`src/adc_ctrl_pkg.sv`:
```
// Purpose: Shared constants, types and helpers for the converter control block
// Assumes: Single 25 MHz system clock, AXI4-Lite register access
// Notes:   Register byte address is four times the register index
package adc_ctrl_pkg;

	// Bus geometry
	localparam int ADDR_W = 12;
	localparam int DATA_W = 32;

	// Register indices; byte address is index times four
	localparam logic [9:0] IDX_GLOBAL_IRQ = 10'h00b;
	localparam logic [9:0] IDX_REQ_FLAGS  = 10'h00c;
	localparam logic [9:0] IDX_RESULT     = 10'h01e;
	localparam logic [9:0] IDX_CONTROL    = 10'h01f;
	localparam logic [9:0] IDX_REQ_ENABLE = 10'h08c;
	localparam logic [9:0] IDX_PIN_CONFIG = 10'h09f;

	// Field positions
	localparam int POS_GLOBAL_EN  = 7;
	localparam int POS_PERIPH_EN  = 6;
	localparam int POS_CONV_FLAG  = 6;
	localparam int POS_CLK_SEL    = 6;
	localparam int POS_CHAN_SEL   = 3;
	localparam int POS_GO         = 2;
	localparam int POS_POWER      = 0;

	// Reset values
	localparam logic [7:0] RST_CONTROL    = 8'h00;
	localparam logic [7:0] RST_PIN_CONFIG = 8'h00;
	localparam logic [7:0] RST_FLAGS      = 8'h00;
	localparam logic [7:0] RST_ENABLES    = 8'h00;
	localparam logic [7:0] RST_GLOBAL     = 8'h00;

	// Bus responses
	localparam logic [1:0] RESP_OKAY   = 2'h0;
	localparam logic [1:0] RESP_SLVERR = 2'h2;

	// Conversion clock choices
	localparam logic [1:0] CLK_DIV2  = 2'h0;
	localparam logic [1:0] CLK_DIV8  = 2'h1;
	localparam logic [1:0] CLK_DIV32 = 2'h2;
	localparam logic [1:0] CLK_RC    = 2'h3;

	// Timing: system clock and private RC oscillator period
	localparam int CLK_PERIOD_NS = 40;
	localparam int RC_PERIOD_NS  = 4000;
	localparam int RC_DIV = (RC_PERIOD_NS + CLK_PERIOD_NS - 1) / CLK_PERIOD_NS;
	localparam int DIV2  = 2;
	localparam int DIV8  = 8;
	localparam int DIV32 = 32;

	// Control register fields
	typedef struct packed {
		logic [1:0] clk_sel;
		logic [2:0] chan_sel;
		logic       go;
		logic       unused;
		logic       power_on;
	} conv_ctrl_t;

	// Signals toward the analog front end
	typedef struct packed {
		logic       power_on;
		logic       ref_external;
		logic       hold;
		logic       chan_valid;
		logic [2:0] channel;
		logic [7:0] trial;
		logic [7:0] analog_pins;
	} analog_out_t;

	// Pin function code selects port-A bit 3 as external reference
	function automatic logic ext_ref(input logic [2:0] cfg);
		ext_ref = (cfg == 3'h1) || (cfg == 3'h3) || (cfg == 3'h5);
	endfunction : ext_ref

	// Pin function code to analog-input mask, one bit per channel
	function automatic logic [7:0] analog_mask(input logic [2:0] cfg);
		case (cfg)
			3'h0, 3'h1: analog_mask = 8'hff;
			3'h2, 3'h3: analog_mask = 8'h1f;
			3'h4, 3'h5: analog_mask = 8'h0b;
			default:    analog_mask = 8'h00;
		endcase
	endfunction : analog_mask

endpackage : adc_ctrl_pkg

```
`src/conv_clock_divider.sv`:
```
// Purpose: Conversion clock enable from the system clock or the RC divider
// Assumes: Enable is a one-cycle pulse in the system clock domain
// Notes:   Only the RC enable keeps running while the device sleeps
module conv_clock_divider
	import adc_ctrl_pkg::*;
(
	// Clock and reset
	input  wire logic       clk_i,
	input  wire logic       rstn_i,
	// Selection
	input  wire logic [1:0] clk_sel_i,
	input  wire logic       sleep_i,
	// Enable out
	output logic            tick_o
);

	logic [4:0] sys_cnt_reg;
	logic [7:0] rc_cnt_reg;
	logic       rc_tick;
	logic       sys_tick;

	// Free-running system-clock prescaler
	always_ff @(posedge clk_i) begin
		if (!rstn_i)
			sys_cnt_reg <= 5'h00;
		else
			sys_cnt_reg <= sys_cnt_reg + 5'h01;
	end

	// Private RC oscillator model, runs in sleep too
	always_ff @(posedge clk_i) begin
		if (!rstn_i)
			rc_cnt_reg <= 8'h00;
		else if (rc_cnt_reg == 8'(RC_DIV - 1))
			rc_cnt_reg <= 8'h00;
		else
			rc_cnt_reg <= rc_cnt_reg + 8'h01;
	end

	assign rc_tick = (rc_cnt_reg == 8'(RC_DIV - 1));

	// Divided system clock choices
	always_comb begin
		case (clk_sel_i)
			CLK_DIV2:  sys_tick = (sys_cnt_reg[0:0] == 1'(DIV2 - 1));
			CLK_DIV8:  sys_tick = (sys_cnt_reg[2:0] == 3'(DIV8 - 1));
			CLK_DIV32: sys_tick = (sys_cnt_reg == 5'(DIV32 - 1));
			default:   sys_tick = 1'b0;
		endcase
	end

	// Divided choices stop in sleep; RC keeps going
	always_ff @(posedge clk_i) begin
		if (!rstn_i)
			tick_o <= 1'b0;
		else if (clk_sel_i == CLK_RC)
			tick_o <= rc_tick;
		else
			tick_o <= sys_tick && !sleep_i;
	end

endmodule : conv_clock_divider

```
`src/adc_conversion_control.sv`:
```
// Purpose: Register file and successive approximation sequencer
// Assumes: External comparator reports input at or above the trial code
// Notes:   Result register has no reset and reads unknown after power-on
//
// Summary of operation
// - Finished conversion puts unsigned 8-bit code of chosen input in result.
// - Successive approximation decides one bit per step, MSB first.
// - Software picks supply rail or port-A bit 3 pin as reference.
// - In sleep only the private RC clock lets a conversion advance.
// - Five inputs on small variants, eight on large; extra codes there only.
// - Exactly three converter registers: result and two control registers.
// - Control register holds clock, channel, start/status, power; bit 1 unused.
// - Pin configuration register sets analog or digital pins and reference.
// - Result untouched by reset except power-on; control registers clear.
// - Unimplemented bits ignore writes and read as zero.
module adc_conversion_control
	import adc_ctrl_pkg::*;
#(
	parameter bit EIGHT_CHANNELS = 1'b1
)(
	// Clock and reset
	input  wire logic                CLOCK_I,
	input  wire logic                RSTN_I,
	// AXI4-Lite write address and data
	input  wire logic                AWVALID_I,
	output logic                     AWREADY_O,
	input  wire logic [ADDR_W-1:0]   AWADDR_I,
	input  wire logic [2:0]          AWPROT_I,
	input  wire logic                WVALID_I,
	output logic                     WREADY_O,
	input  wire logic [DATA_W-1:0]   WDATA_I,
	input  wire logic [DATA_W/8-1:0] WSTRB_I,
	// AXI4-Lite write response
	output logic                     BVALID_O,
	input  wire logic                BREADY_I,
	output logic [1:0]               BRESP_O,
	// AXI4-Lite read
	input  wire logic                ARVALID_I,
	output logic                     ARREADY_O,
	input  wire logic [ADDR_W-1:0]   ARADDR_I,
	input  wire logic [2:0]          ARPROT_I,
	output logic                     RVALID_O,
	input  wire logic                RREADY_I,
	output logic [DATA_W-1:0]        RDATA_O,
	output logic [1:0]               RRESP_O,
	// Device state and analog front end
	input  wire logic                SLEEP_I,
	input  wire logic                COMP_I,
	output analog_out_t              ANALOG_O,
	// Interrupt
	output logic                     IRQ_O
);

	typedef enum logic [1:0] {
		ST_IDLE,
		ST_SAMPLE,
		ST_STEP
	} conv_state_t;

	// Register storage
	conv_ctrl_t  ctrl_reg;
	logic [1:0]  clk_sel_reg;
	logic [2:0]  chan_sel_reg;
	logic        go_reg;
	logic        power_on_reg;
	logic [2:0]  pin_cfg_reg;
	logic [7:0]  result_reg;
	logic        flag_reg;
	logic        flag_en_reg;
	logic [1:0]  global_reg;

	// Sequencer state
	conv_state_t state_reg;
	logic [7:0]  trial_reg;
	logic [2:0]  bit_idx_reg;
	logic        done_reg;
	logic [7:0]  trial_next;

	// Bus state
	logic              aw_got_reg;
	logic              w_got_reg;
	logic [9:0]        wr_idx_reg;
	logic [7:0]        wr_data_reg;
	logic              wr_lane_reg;
	logic              wr_fire;
	logic              wr_mapped;
	logic [9:0]        rd_idx;
	logic [7:0]        rd_byte;
	logic              rd_mapped;
	logic              conv_tick;

	// Decoded writes
	logic wr_ctrl;
	logic wr_pin;
	logic wr_flag;
	logic wr_enable;
	logic wr_global;
	logic start_req;
	logic stop_req;

	// Conversion clock enable
	conv_clock_divider u_div (
		.clk_i     (CLOCK_I),
		.rstn_i    (RSTN_I),
		.clk_sel_i (ctrl_reg.clk_sel),
		.sleep_i   (SLEEP_I),
		.tick_o    (conv_tick)
	);

	// Map test for a register index
	function automatic logic is_mapped(input logic [9:0] idx);
		case (idx)
			IDX_GLOBAL_IRQ, IDX_REQ_FLAGS, IDX_RESULT,
			IDX_CONTROL, IDX_REQ_ENABLE, IDX_PIN_CONFIG:
				is_mapped = 1'b1;
			default:
				is_mapped = 1'b0;
		endcase
	endfunction : is_mapped

	// Write channel: address and data taken in either order
	always_ff @(posedge CLOCK_I) begin
		if (!RSTN_I) begin
			AWREADY_O  <= 1'b0;
			aw_got_reg <= 1'b0;
			wr_idx_reg <= 10'h000;
		end else if (AWVALID_I && AWREADY_O) begin
			AWREADY_O  <= 1'b0;
			aw_got_reg <= 1'b1;
			wr_idx_reg <= AWADDR_I[ADDR_W-1:2];
		end else if (wr_fire) begin
			aw_got_reg <= 1'b0;
		end else if (!aw_got_reg && !BVALID_O) begin
			AWREADY_O  <= 1'b1;
		end
	end

	// Write data capture, low byte lane only
	always_ff @(posedge CLOCK_I) begin
		if (!RSTN_I) begin
			WREADY_O    <= 1'b0;
			w_got_reg   <= 1'b0;
			wr_data_reg <= 8'h00;
			wr_lane_reg <= 1'b0;
		end else if (WVALID_I && WREADY_O) begin
			WREADY_O    <= 1'b0;
			w_got_reg   <= 1'b1;
			wr_data_reg <= WDATA_I[7:0];
			wr_lane_reg <= WSTRB_I[0];
		end else if (wr_fire) begin
			w_got_reg   <= 1'b0;
		end else if (!w_got_reg && !BVALID_O) begin
			WREADY_O    <= 1'b1;
		end
	end

	// Perform the write once both halves are in
	assign wr_fire   = aw_got_reg && w_got_reg && !BVALID_O;
	assign wr_mapped = is_mapped(wr_idx_reg);
	assign wr_ctrl   = wr_fire && wr_lane_reg && (wr_idx_reg == IDX_CONTROL);
	assign wr_pin    = wr_fire && wr_lane_reg && (wr_idx_reg == IDX_PIN_CONFIG);
	assign wr_flag   = wr_fire && wr_lane_reg && (wr_idx_reg == IDX_REQ_FLAGS);
	assign wr_enable = wr_fire && wr_lane_reg && (wr_idx_reg == IDX_REQ_ENABLE);
	assign wr_global = wr_fire && wr_lane_reg && (wr_idx_reg == IDX_GLOBAL_IRQ);

	// Write response
	always_ff @(posedge CLOCK_I) begin
		if (!RSTN_I) begin
			BVALID_O <= 1'b0;
			BRESP_O  <= RESP_OKAY;
		end else if (wr_fire) begin
			BVALID_O <= 1'b1;
			BRESP_O  <= wr_mapped ? RESP_OKAY : RESP_SLVERR;
		end else if (BVALID_O && BREADY_I) begin
			BVALID_O <= 1'b0;
		end
	end

	// Read data multiplexer; unused bits read as zero
	assign rd_idx    = ARADDR_I[ADDR_W-1:2];
	assign rd_mapped = is_mapped(rd_idx);
	always_comb begin
		rd_byte = 8'h00;
		case (rd_idx)
			IDX_RESULT:     rd_byte = result_reg;
			IDX_CONTROL:    rd_byte = {ctrl_reg.clk_sel, ctrl_reg.chan_sel,
					ctrl_reg.go, 1'b0, ctrl_reg.power_on};
			IDX_PIN_CONFIG: rd_byte = {5'h00, pin_cfg_reg};
			IDX_REQ_FLAGS:  rd_byte = 8'(flag_reg) << POS_CONV_FLAG;
			IDX_REQ_ENABLE: rd_byte = 8'(flag_en_reg) << POS_CONV_FLAG;
			IDX_GLOBAL_IRQ: rd_byte = {global_reg, 6'h00};
			default:        rd_byte = 8'h00;
		endcase
	end

	// Read channel: one read under way at a time
	always_ff @(posedge CLOCK_I) begin
		if (!RSTN_I) begin
			ARREADY_O <= 1'b0;
			RVALID_O  <= 1'b0;
			RDATA_O   <= '0;
			RRESP_O   <= RESP_OKAY;
		end else if (ARVALID_I && ARREADY_O) begin
			ARREADY_O <= 1'b0;
			RVALID_O  <= 1'b1;
			RDATA_O   <= {24'h000000, rd_byte};
			RRESP_O   <= rd_mapped ? RESP_OKAY : RESP_SLVERR;
		end else if (RVALID_O && RREADY_I) begin
			RVALID_O  <= 1'b0;
		end else if (!RVALID_O) begin
			ARREADY_O <= 1'b1;
		end
	end

	// Control fields other than start/status; bit 1 stays zero
	always_ff @(posedge CLOCK_I) begin
		if (!RSTN_I) begin
			clk_sel_reg  <= RST_CONTROL[POS_CLK_SEL+:2];
			chan_sel_reg <= RST_CONTROL[POS_CHAN_SEL+:3];
			power_on_reg <= RST_CONTROL[POS_POWER];
		end else if (wr_ctrl) begin
			clk_sel_reg  <= wr_data_reg[POS_CLK_SEL+:2];
			chan_sel_reg <= wr_data_reg[POS_CHAN_SEL+:3];
			power_on_reg <= wr_data_reg[POS_POWER];
		end
	end

	// Packed view of the control fields; one driver per field flop
	assign ctrl_reg = '{clk_sel: clk_sel_reg, chan_sel: chan_sel_reg,
		go: go_reg, unused: 1'b0, power_on: power_on_reg};

	// Pin configuration, only the low three bits exist
	always_ff @(posedge CLOCK_I) begin
		if (!RSTN_I)
			pin_cfg_reg <= RST_PIN_CONFIG[2:0];
		else if (wr_pin)
			pin_cfg_reg <= wr_data_reg[2:0];
	end

	// Start needs power in the same write; clearing the bit aborts
	assign start_req = wr_ctrl && wr_data_reg[POS_GO] && wr_data_reg[POS_POWER];
	assign stop_req  = !ctrl_reg.power_on ||
		(wr_ctrl && (!wr_data_reg[POS_GO] || !wr_data_reg[POS_POWER]));

	// Trial code with the current bit decided by the comparator
	always_comb begin
		trial_next = trial_reg;
		trial_next[bit_idx_reg] = COMP_I;
		if (bit_idx_reg != 3'h0)
			trial_next[bit_idx_reg - 3'h1] = 1'b1;
	end

	// Successive approximation sequencer paced by the conversion clock
	always_ff @(posedge CLOCK_I) begin
		if (!RSTN_I) begin
			state_reg   <= ST_IDLE;
			go_reg      <= RST_CONTROL[POS_GO];
			trial_reg   <= 8'h00;
			bit_idx_reg <= 3'h0;
			done_reg    <= 1'b0;
		end else begin
			done_reg <= 1'b0;
			case (state_reg)
				ST_IDLE: begin
					if (start_req && !ctrl_reg.go) begin
						go_reg      <= 1'b1;
						state_reg   <= ST_SAMPLE;
					end
				end
				ST_SAMPLE: begin
					if (stop_req) begin
						go_reg      <= 1'b0;
						state_reg   <= ST_IDLE;
					end else if (conv_tick) begin
						trial_reg   <= 8'h80;
						bit_idx_reg <= 3'h7;
						state_reg   <= ST_STEP;
					end
				end
				ST_STEP: begin
					if (stop_req) begin
						go_reg      <= 1'b0;
						state_reg   <= ST_IDLE;
					end else if (conv_tick) begin
						trial_reg <= trial_next;
						if (bit_idx_reg == 3'h0) begin
							go_reg      <= 1'b0;
							done_reg    <= 1'b1;
							state_reg   <= ST_IDLE;
						end else begin
							bit_idx_reg <= bit_idx_reg - 3'h1;
						end
					end
				end
				default: begin
					go_reg      <= 1'b0;
					state_reg   <= ST_IDLE;
				end
			endcase
		end
	end

	// Result loaded at completion; no reset, so other resets keep it
	always_ff @(posedge CLOCK_I) begin
		if (state_reg == ST_STEP && conv_tick && !stop_req &&
				bit_idx_reg == 3'h0)
			result_reg <= trial_next;
	end

	// Completion flag: write one clears, a new completion wins
	always_ff @(posedge CLOCK_I) begin
		if (!RSTN_I)
			flag_reg <= RST_FLAGS[POS_CONV_FLAG];
		else if (done_reg)
			flag_reg <= 1'b1;
		else if (wr_flag && wr_data_reg[POS_CONV_FLAG])
			flag_reg <= 1'b0;
	end

	// Interrupt enables: per-source mask and the two global gates
	always_ff @(posedge CLOCK_I) begin
		if (!RSTN_I) begin
			flag_en_reg <= RST_ENABLES[POS_CONV_FLAG];
			global_reg  <= RST_GLOBAL[POS_PERIPH_EN+:2];
		end else begin
			if (wr_enable)
				flag_en_reg <= wr_data_reg[POS_CONV_FLAG];
			if (wr_global)
				global_reg <= wr_data_reg[POS_PERIPH_EN+:2];
		end
	end

	// Level interrupt from flops
	always_ff @(posedge CLOCK_I) begin
		if (!RSTN_I)
			IRQ_O <= 1'b0;
		else
			IRQ_O <= flag_reg && flag_en_reg && (&global_reg);
	end

	// Analog front end drive, registered
	always_ff @(posedge CLOCK_I) begin
		if (!RSTN_I) begin
			ANALOG_O <= '0;
		end else begin
			ANALOG_O.power_on     <= ctrl_reg.power_on;
			ANALOG_O.ref_external <= ext_ref(pin_cfg_reg);
			ANALOG_O.hold         <= (state_reg == ST_STEP);
			ANALOG_O.channel      <= ctrl_reg.chan_sel;
			ANALOG_O.chan_valid   <= EIGHT_CHANNELS ||
				(ctrl_reg.chan_sel < 3'h5);
			ANALOG_O.trial        <= trial_reg;
			ANALOG_O.analog_pins  <= analog_mask(pin_cfg_reg) &
				(EIGHT_CHANNELS ? 8'hff : 8'h1f);
		end
	end

endmodule : adc_conversion_control

```
`config.mk`:
```
export PLATFORM = sky130hd
export DESIGN_NAME = adc_conversion_control
export DESIGN_NICKNAME = d
export VERILOG_FILES = /design/src/adc_ctrl_pkg.sv /design/src/conv_clock_divider.sv /design/src/adc_conversion_control.sv
export SDC_FILE = /design/constraint.sdc
export NUM_CORES = 1
export LEC_CHECK = 0
export BUFFER_PORTS_ARGS = -buffer_cell sky130_fd_sc_hd__buf_2
export CAP_MARGIN = 30
export CORE_ASPECT_RATIO = 1.25
export CORE_MARGIN = 3
export CORE_UTILIZATION = 40
export DETAILED_ROUTE_END_ITERATION = 7
export GPL_ROUTABILITY_DRIVEN = 0
export GPL_TIMING_DRIVEN = 0
export PLACE_DENSITY = 0.66
export SLEW_MARGIN = 20
export SYNTH_ARGS = -nofsm -noshare
export SYNTH_HDL_FRONTEND = slang
export SYNTH_HIERARCHICAL = 1
export SYNTH_SLANG_ARGS = --single-unit
```
`constraint.sdc`:
```
create_clock -name CLOCK_I -period 4.1 [get_ports CLOCK_I]
set_clock_uncertainty 0.15 [all_clocks]
set_input_delay 0.82 -clock CLOCK_I [delete_from_list [all_inputs] [get_ports CLOCK_I]]
set_output_delay 0.82 -clock CLOCK_I [all_outputs]
set_load 0.01 [all_outputs]
```
==> flow_summary.toml <==
[critical_path]
endpoint = "trial_reg[4]"
cpMostUsedCell = "o21ai_0"
crit_slowest_cell = "nor3b_1"
critPathLaunch = "bit_idx_reg[0]"
r2r_end = "trial_reg[4]"
critPathMaxFanout = 8
cp-start-kind = "register"
worstSetupPathType = "reg2reg"
critical-path-max-stage-delay_ps = 320
r2r_setup_slack_ps = 1760
r2r_cells = 8
crit_required_ps = 4220
end_kind = "register"
critPathArrivalTime_ps = 2460
path_cells = "clkbuf_1, inv_1, ha_1, nor3b_1, o21ai_0, a22oi_1, nand2_1, o21ai_0"
timing.rr.start = "bit_idx_reg[0]"

[finish]
fill_cells = 1078
antennaDiodeCount = 0
largest_reg_flops = 18
multiInputGateArea_mm2 = 0.002217
layout_common_cells = "dfxtp_1, buf_2, nand2_1"
drive_above_1_share_pct = 20.74
register_area_mm2 = 0.002182
final_common_cell = "dfxtp_1"
nNetsFinal = 722
syn2layout_area_growth_pct = 19.88

[yosys]
ys.flop_type = "dfxtp_1"
yosysUniqueCellTypes = 60
synth-simple-area-share_pct = 23.06
netlist_area_mm2 = 0.004671
synth.avg_cell_area_um2 = 8.813
async_flop_share_pct = 0
synth_seq_area_share_pct = 46.72
synth-seq-cells = 105
syn_inst = 530
synth-compound-area-share_pct = 15.24
synth_xor_xnor_area_share_pct = 0.7501
synthMuxAreaShare_pct = 4.715
yosys.area_share.adder_pct = 1.607
synth_top_family_by_area = "simple AND/OR/NAND/NOR gates"
yosys_warnings = 6
synth_edf_count = 8

[sta]
tightest_slew_ps = 621.4
hold_viol_final = 0
fmax_mhz = 427.2
slew_headroom_pct = 58.57
setup-violations-final = 0
whs_ps = 300.0
finalMaxSlewViolations = 0
period_needed_ps = 2341
timing.final.crit_share_pct = 57.09
rsz0062_at_grt = "no"
final.setup.tns_ps = 0

[floorplan]
initial_utilization_pct = 41.54
die_w_um = 102.7
core_mm2 = 0.01124
num_io_pins = 140
rows = 43
die_h_um = 126.8
die_area_mm2 = 0.01302

[drt]
drt-wirelength-per-cell_um = 13.72
drt_iter0_markers = 123
drcViolationCount = 0
routed_wl_um = 10720
postRouteAntennaNets = 0
via_per_inst = 5.067
routed-via-count = 3957
drt_first_pass_iters = 6

[grt]
antenna_found_initial = 0
grt_pass1_vias = 3650
grtUsageTotal_pct = 16.69
grt_max_degree = 21
grt_overflow = 0
grt_pass1_wl_um = 17240

[place]
portBuffers = 75
dp_hpwl_um = 8170

[clock_tree]
cts-root-buf = "clkbuf_16"
clock_latency_ps = 350
cts_resized = 0
cts.clk_slew.worst_paths_ps = 70
cts_tree = "yes"
cts.sinks = 105
hold_buffers = 0
post_cts_buffers = 0
cts_max_level = 3
clockBufferDepth = 2
numCtsBuffers = 9

[power]
peakVddDrop_v = 0.0001761
powerDensity_mw_per_mm2 = 369.2
power.leakage_nw = 2.302

[outcome]
status = "finished, final reports clean"

[worst_hold_path]
hp-class = "reg2reg"

[run]
drv_cap = 0
[synthesized netlist by cell type, types with 2 or more instances]
master    count  area share, %
nor3_1       13            1.4
nand2_1      74            5.9
ha_1          6            1.6
buf_1         2           0.16
xnor2_1       4           0.75
nand2b_1      4           0.54
mux2i_1      22            4.7
nand3_1       7           0.75
nor4b_1       2           0.38
and2_1       23            3.1
a22oi_1       5           0.80
inv_1        15            1.2
nor3b_1       3           0.48
o31ai_1       2           0.32
clkbuf_1     16            1.3
and3_1        8            1.1
a21oi_1      44            4.7
nor3_2        2           0.43
a22o_1        2           0.38
a32o_1        2           0.43
o21bai_1      3           0.48
edfxtp_1      8            5.1
dfxtp_1      97             42
a21boi_0      3           0.48
nor2_1       41            3.3
a211oi_1      3           0.48
or3_1         3           0.40
o21ai_0      34            3.6
nor4_1        4           0.54
a31oi_1       6           0.80
nor2b_1      10            1.3
or4_1         2           0.32
nand4_1       2           0.27
nand4b_1      2           0.38
buf_4        31            5.0
[stage by stage]
step	cell area, um2	setup slack (ps)	util [%]	std cells	total power, mW
finish	5599	1759	49.79	781	2.067
floorplan	4765	1687	-	555	1.200
global placement	5309	1430	47.21	765	1.251
global route	5599	1528	49.79	781	2.144
detailed placement	5309	1420	47.21	765	1.256
CTS	5599	1779	49.79	781	2.083
[metal layers]
metal,GRT usage [%],wire (um),vias to the layer above
li1,-,-,2005
met1,19.95,4504,1841
met2,29.39,5577,93
met3,2.750,400,18
met4,6.332,235,0
met5,0,0,-
[layout make-up]
cell class	count	share of cell area, %
Multi-Input combinational cell	384	39.60
Clock buffer	12	4.603
Timing Repair Buffer	75	6.704
Tap cell	135	3.017
Clock inverter	4	0.5810
Sequential cell	105	38.97
Buffer	50	5.453
Inverter	16	1.073
[worst min-delay path by stage]
stage / cells after the start / start / endpoint / slack, ps
floorplan: 2 / done_reg / flag_reg / 260
global placement: 2 / done_reg / flag_reg / 280
detailed placement: 2 / done_reg / flag_reg / 290
CTS: 2 / done_reg / flag_reg / 300
global route: 2 / done_reg / flag_reg / 330
finish: 2 / done_reg / flag_reg / 300
[power by group]
part / switching (mW) / leakage [nW] / total [mW] / internal, mW
combinational: 0.0881 / 1.31 / 0.158 / 0.0702
sequential: 0.0208 / 0.860 / 1.07 / 1.05
clock: 0.380 / 0.135 / 0.834 / 0.454
total: 0.489 / 2.30 / 2.07 / 1.58
[worst max-delay path: cells and delay by family, from the launching register on]
family | cells | cell delay [ps]
adder cells (fa/ha/maj) | 1 | 280
AND/OR/NAND/NOR | 2 | 400
flip-flops | 1 | 310
AO/OA/AOI/OAI | 3 | 620
buffers and inverters | 2 | 510
[kinds of logic (layout without fill, tap and decap cells)]
family                   after synthesis  after routing
multiplexers                          22             22
adder cells (fa/ha/maj)                6              6
other                                  1             26
flip-flops                           105            105
XOR/XNOR                               4              4
buffers and inverters                 66            157
AO/OA/AOI/OAI                        116            116
AND/OR/NAND/NOR                      210            210
Note: power is estimated with default switching activity, not from simulation.
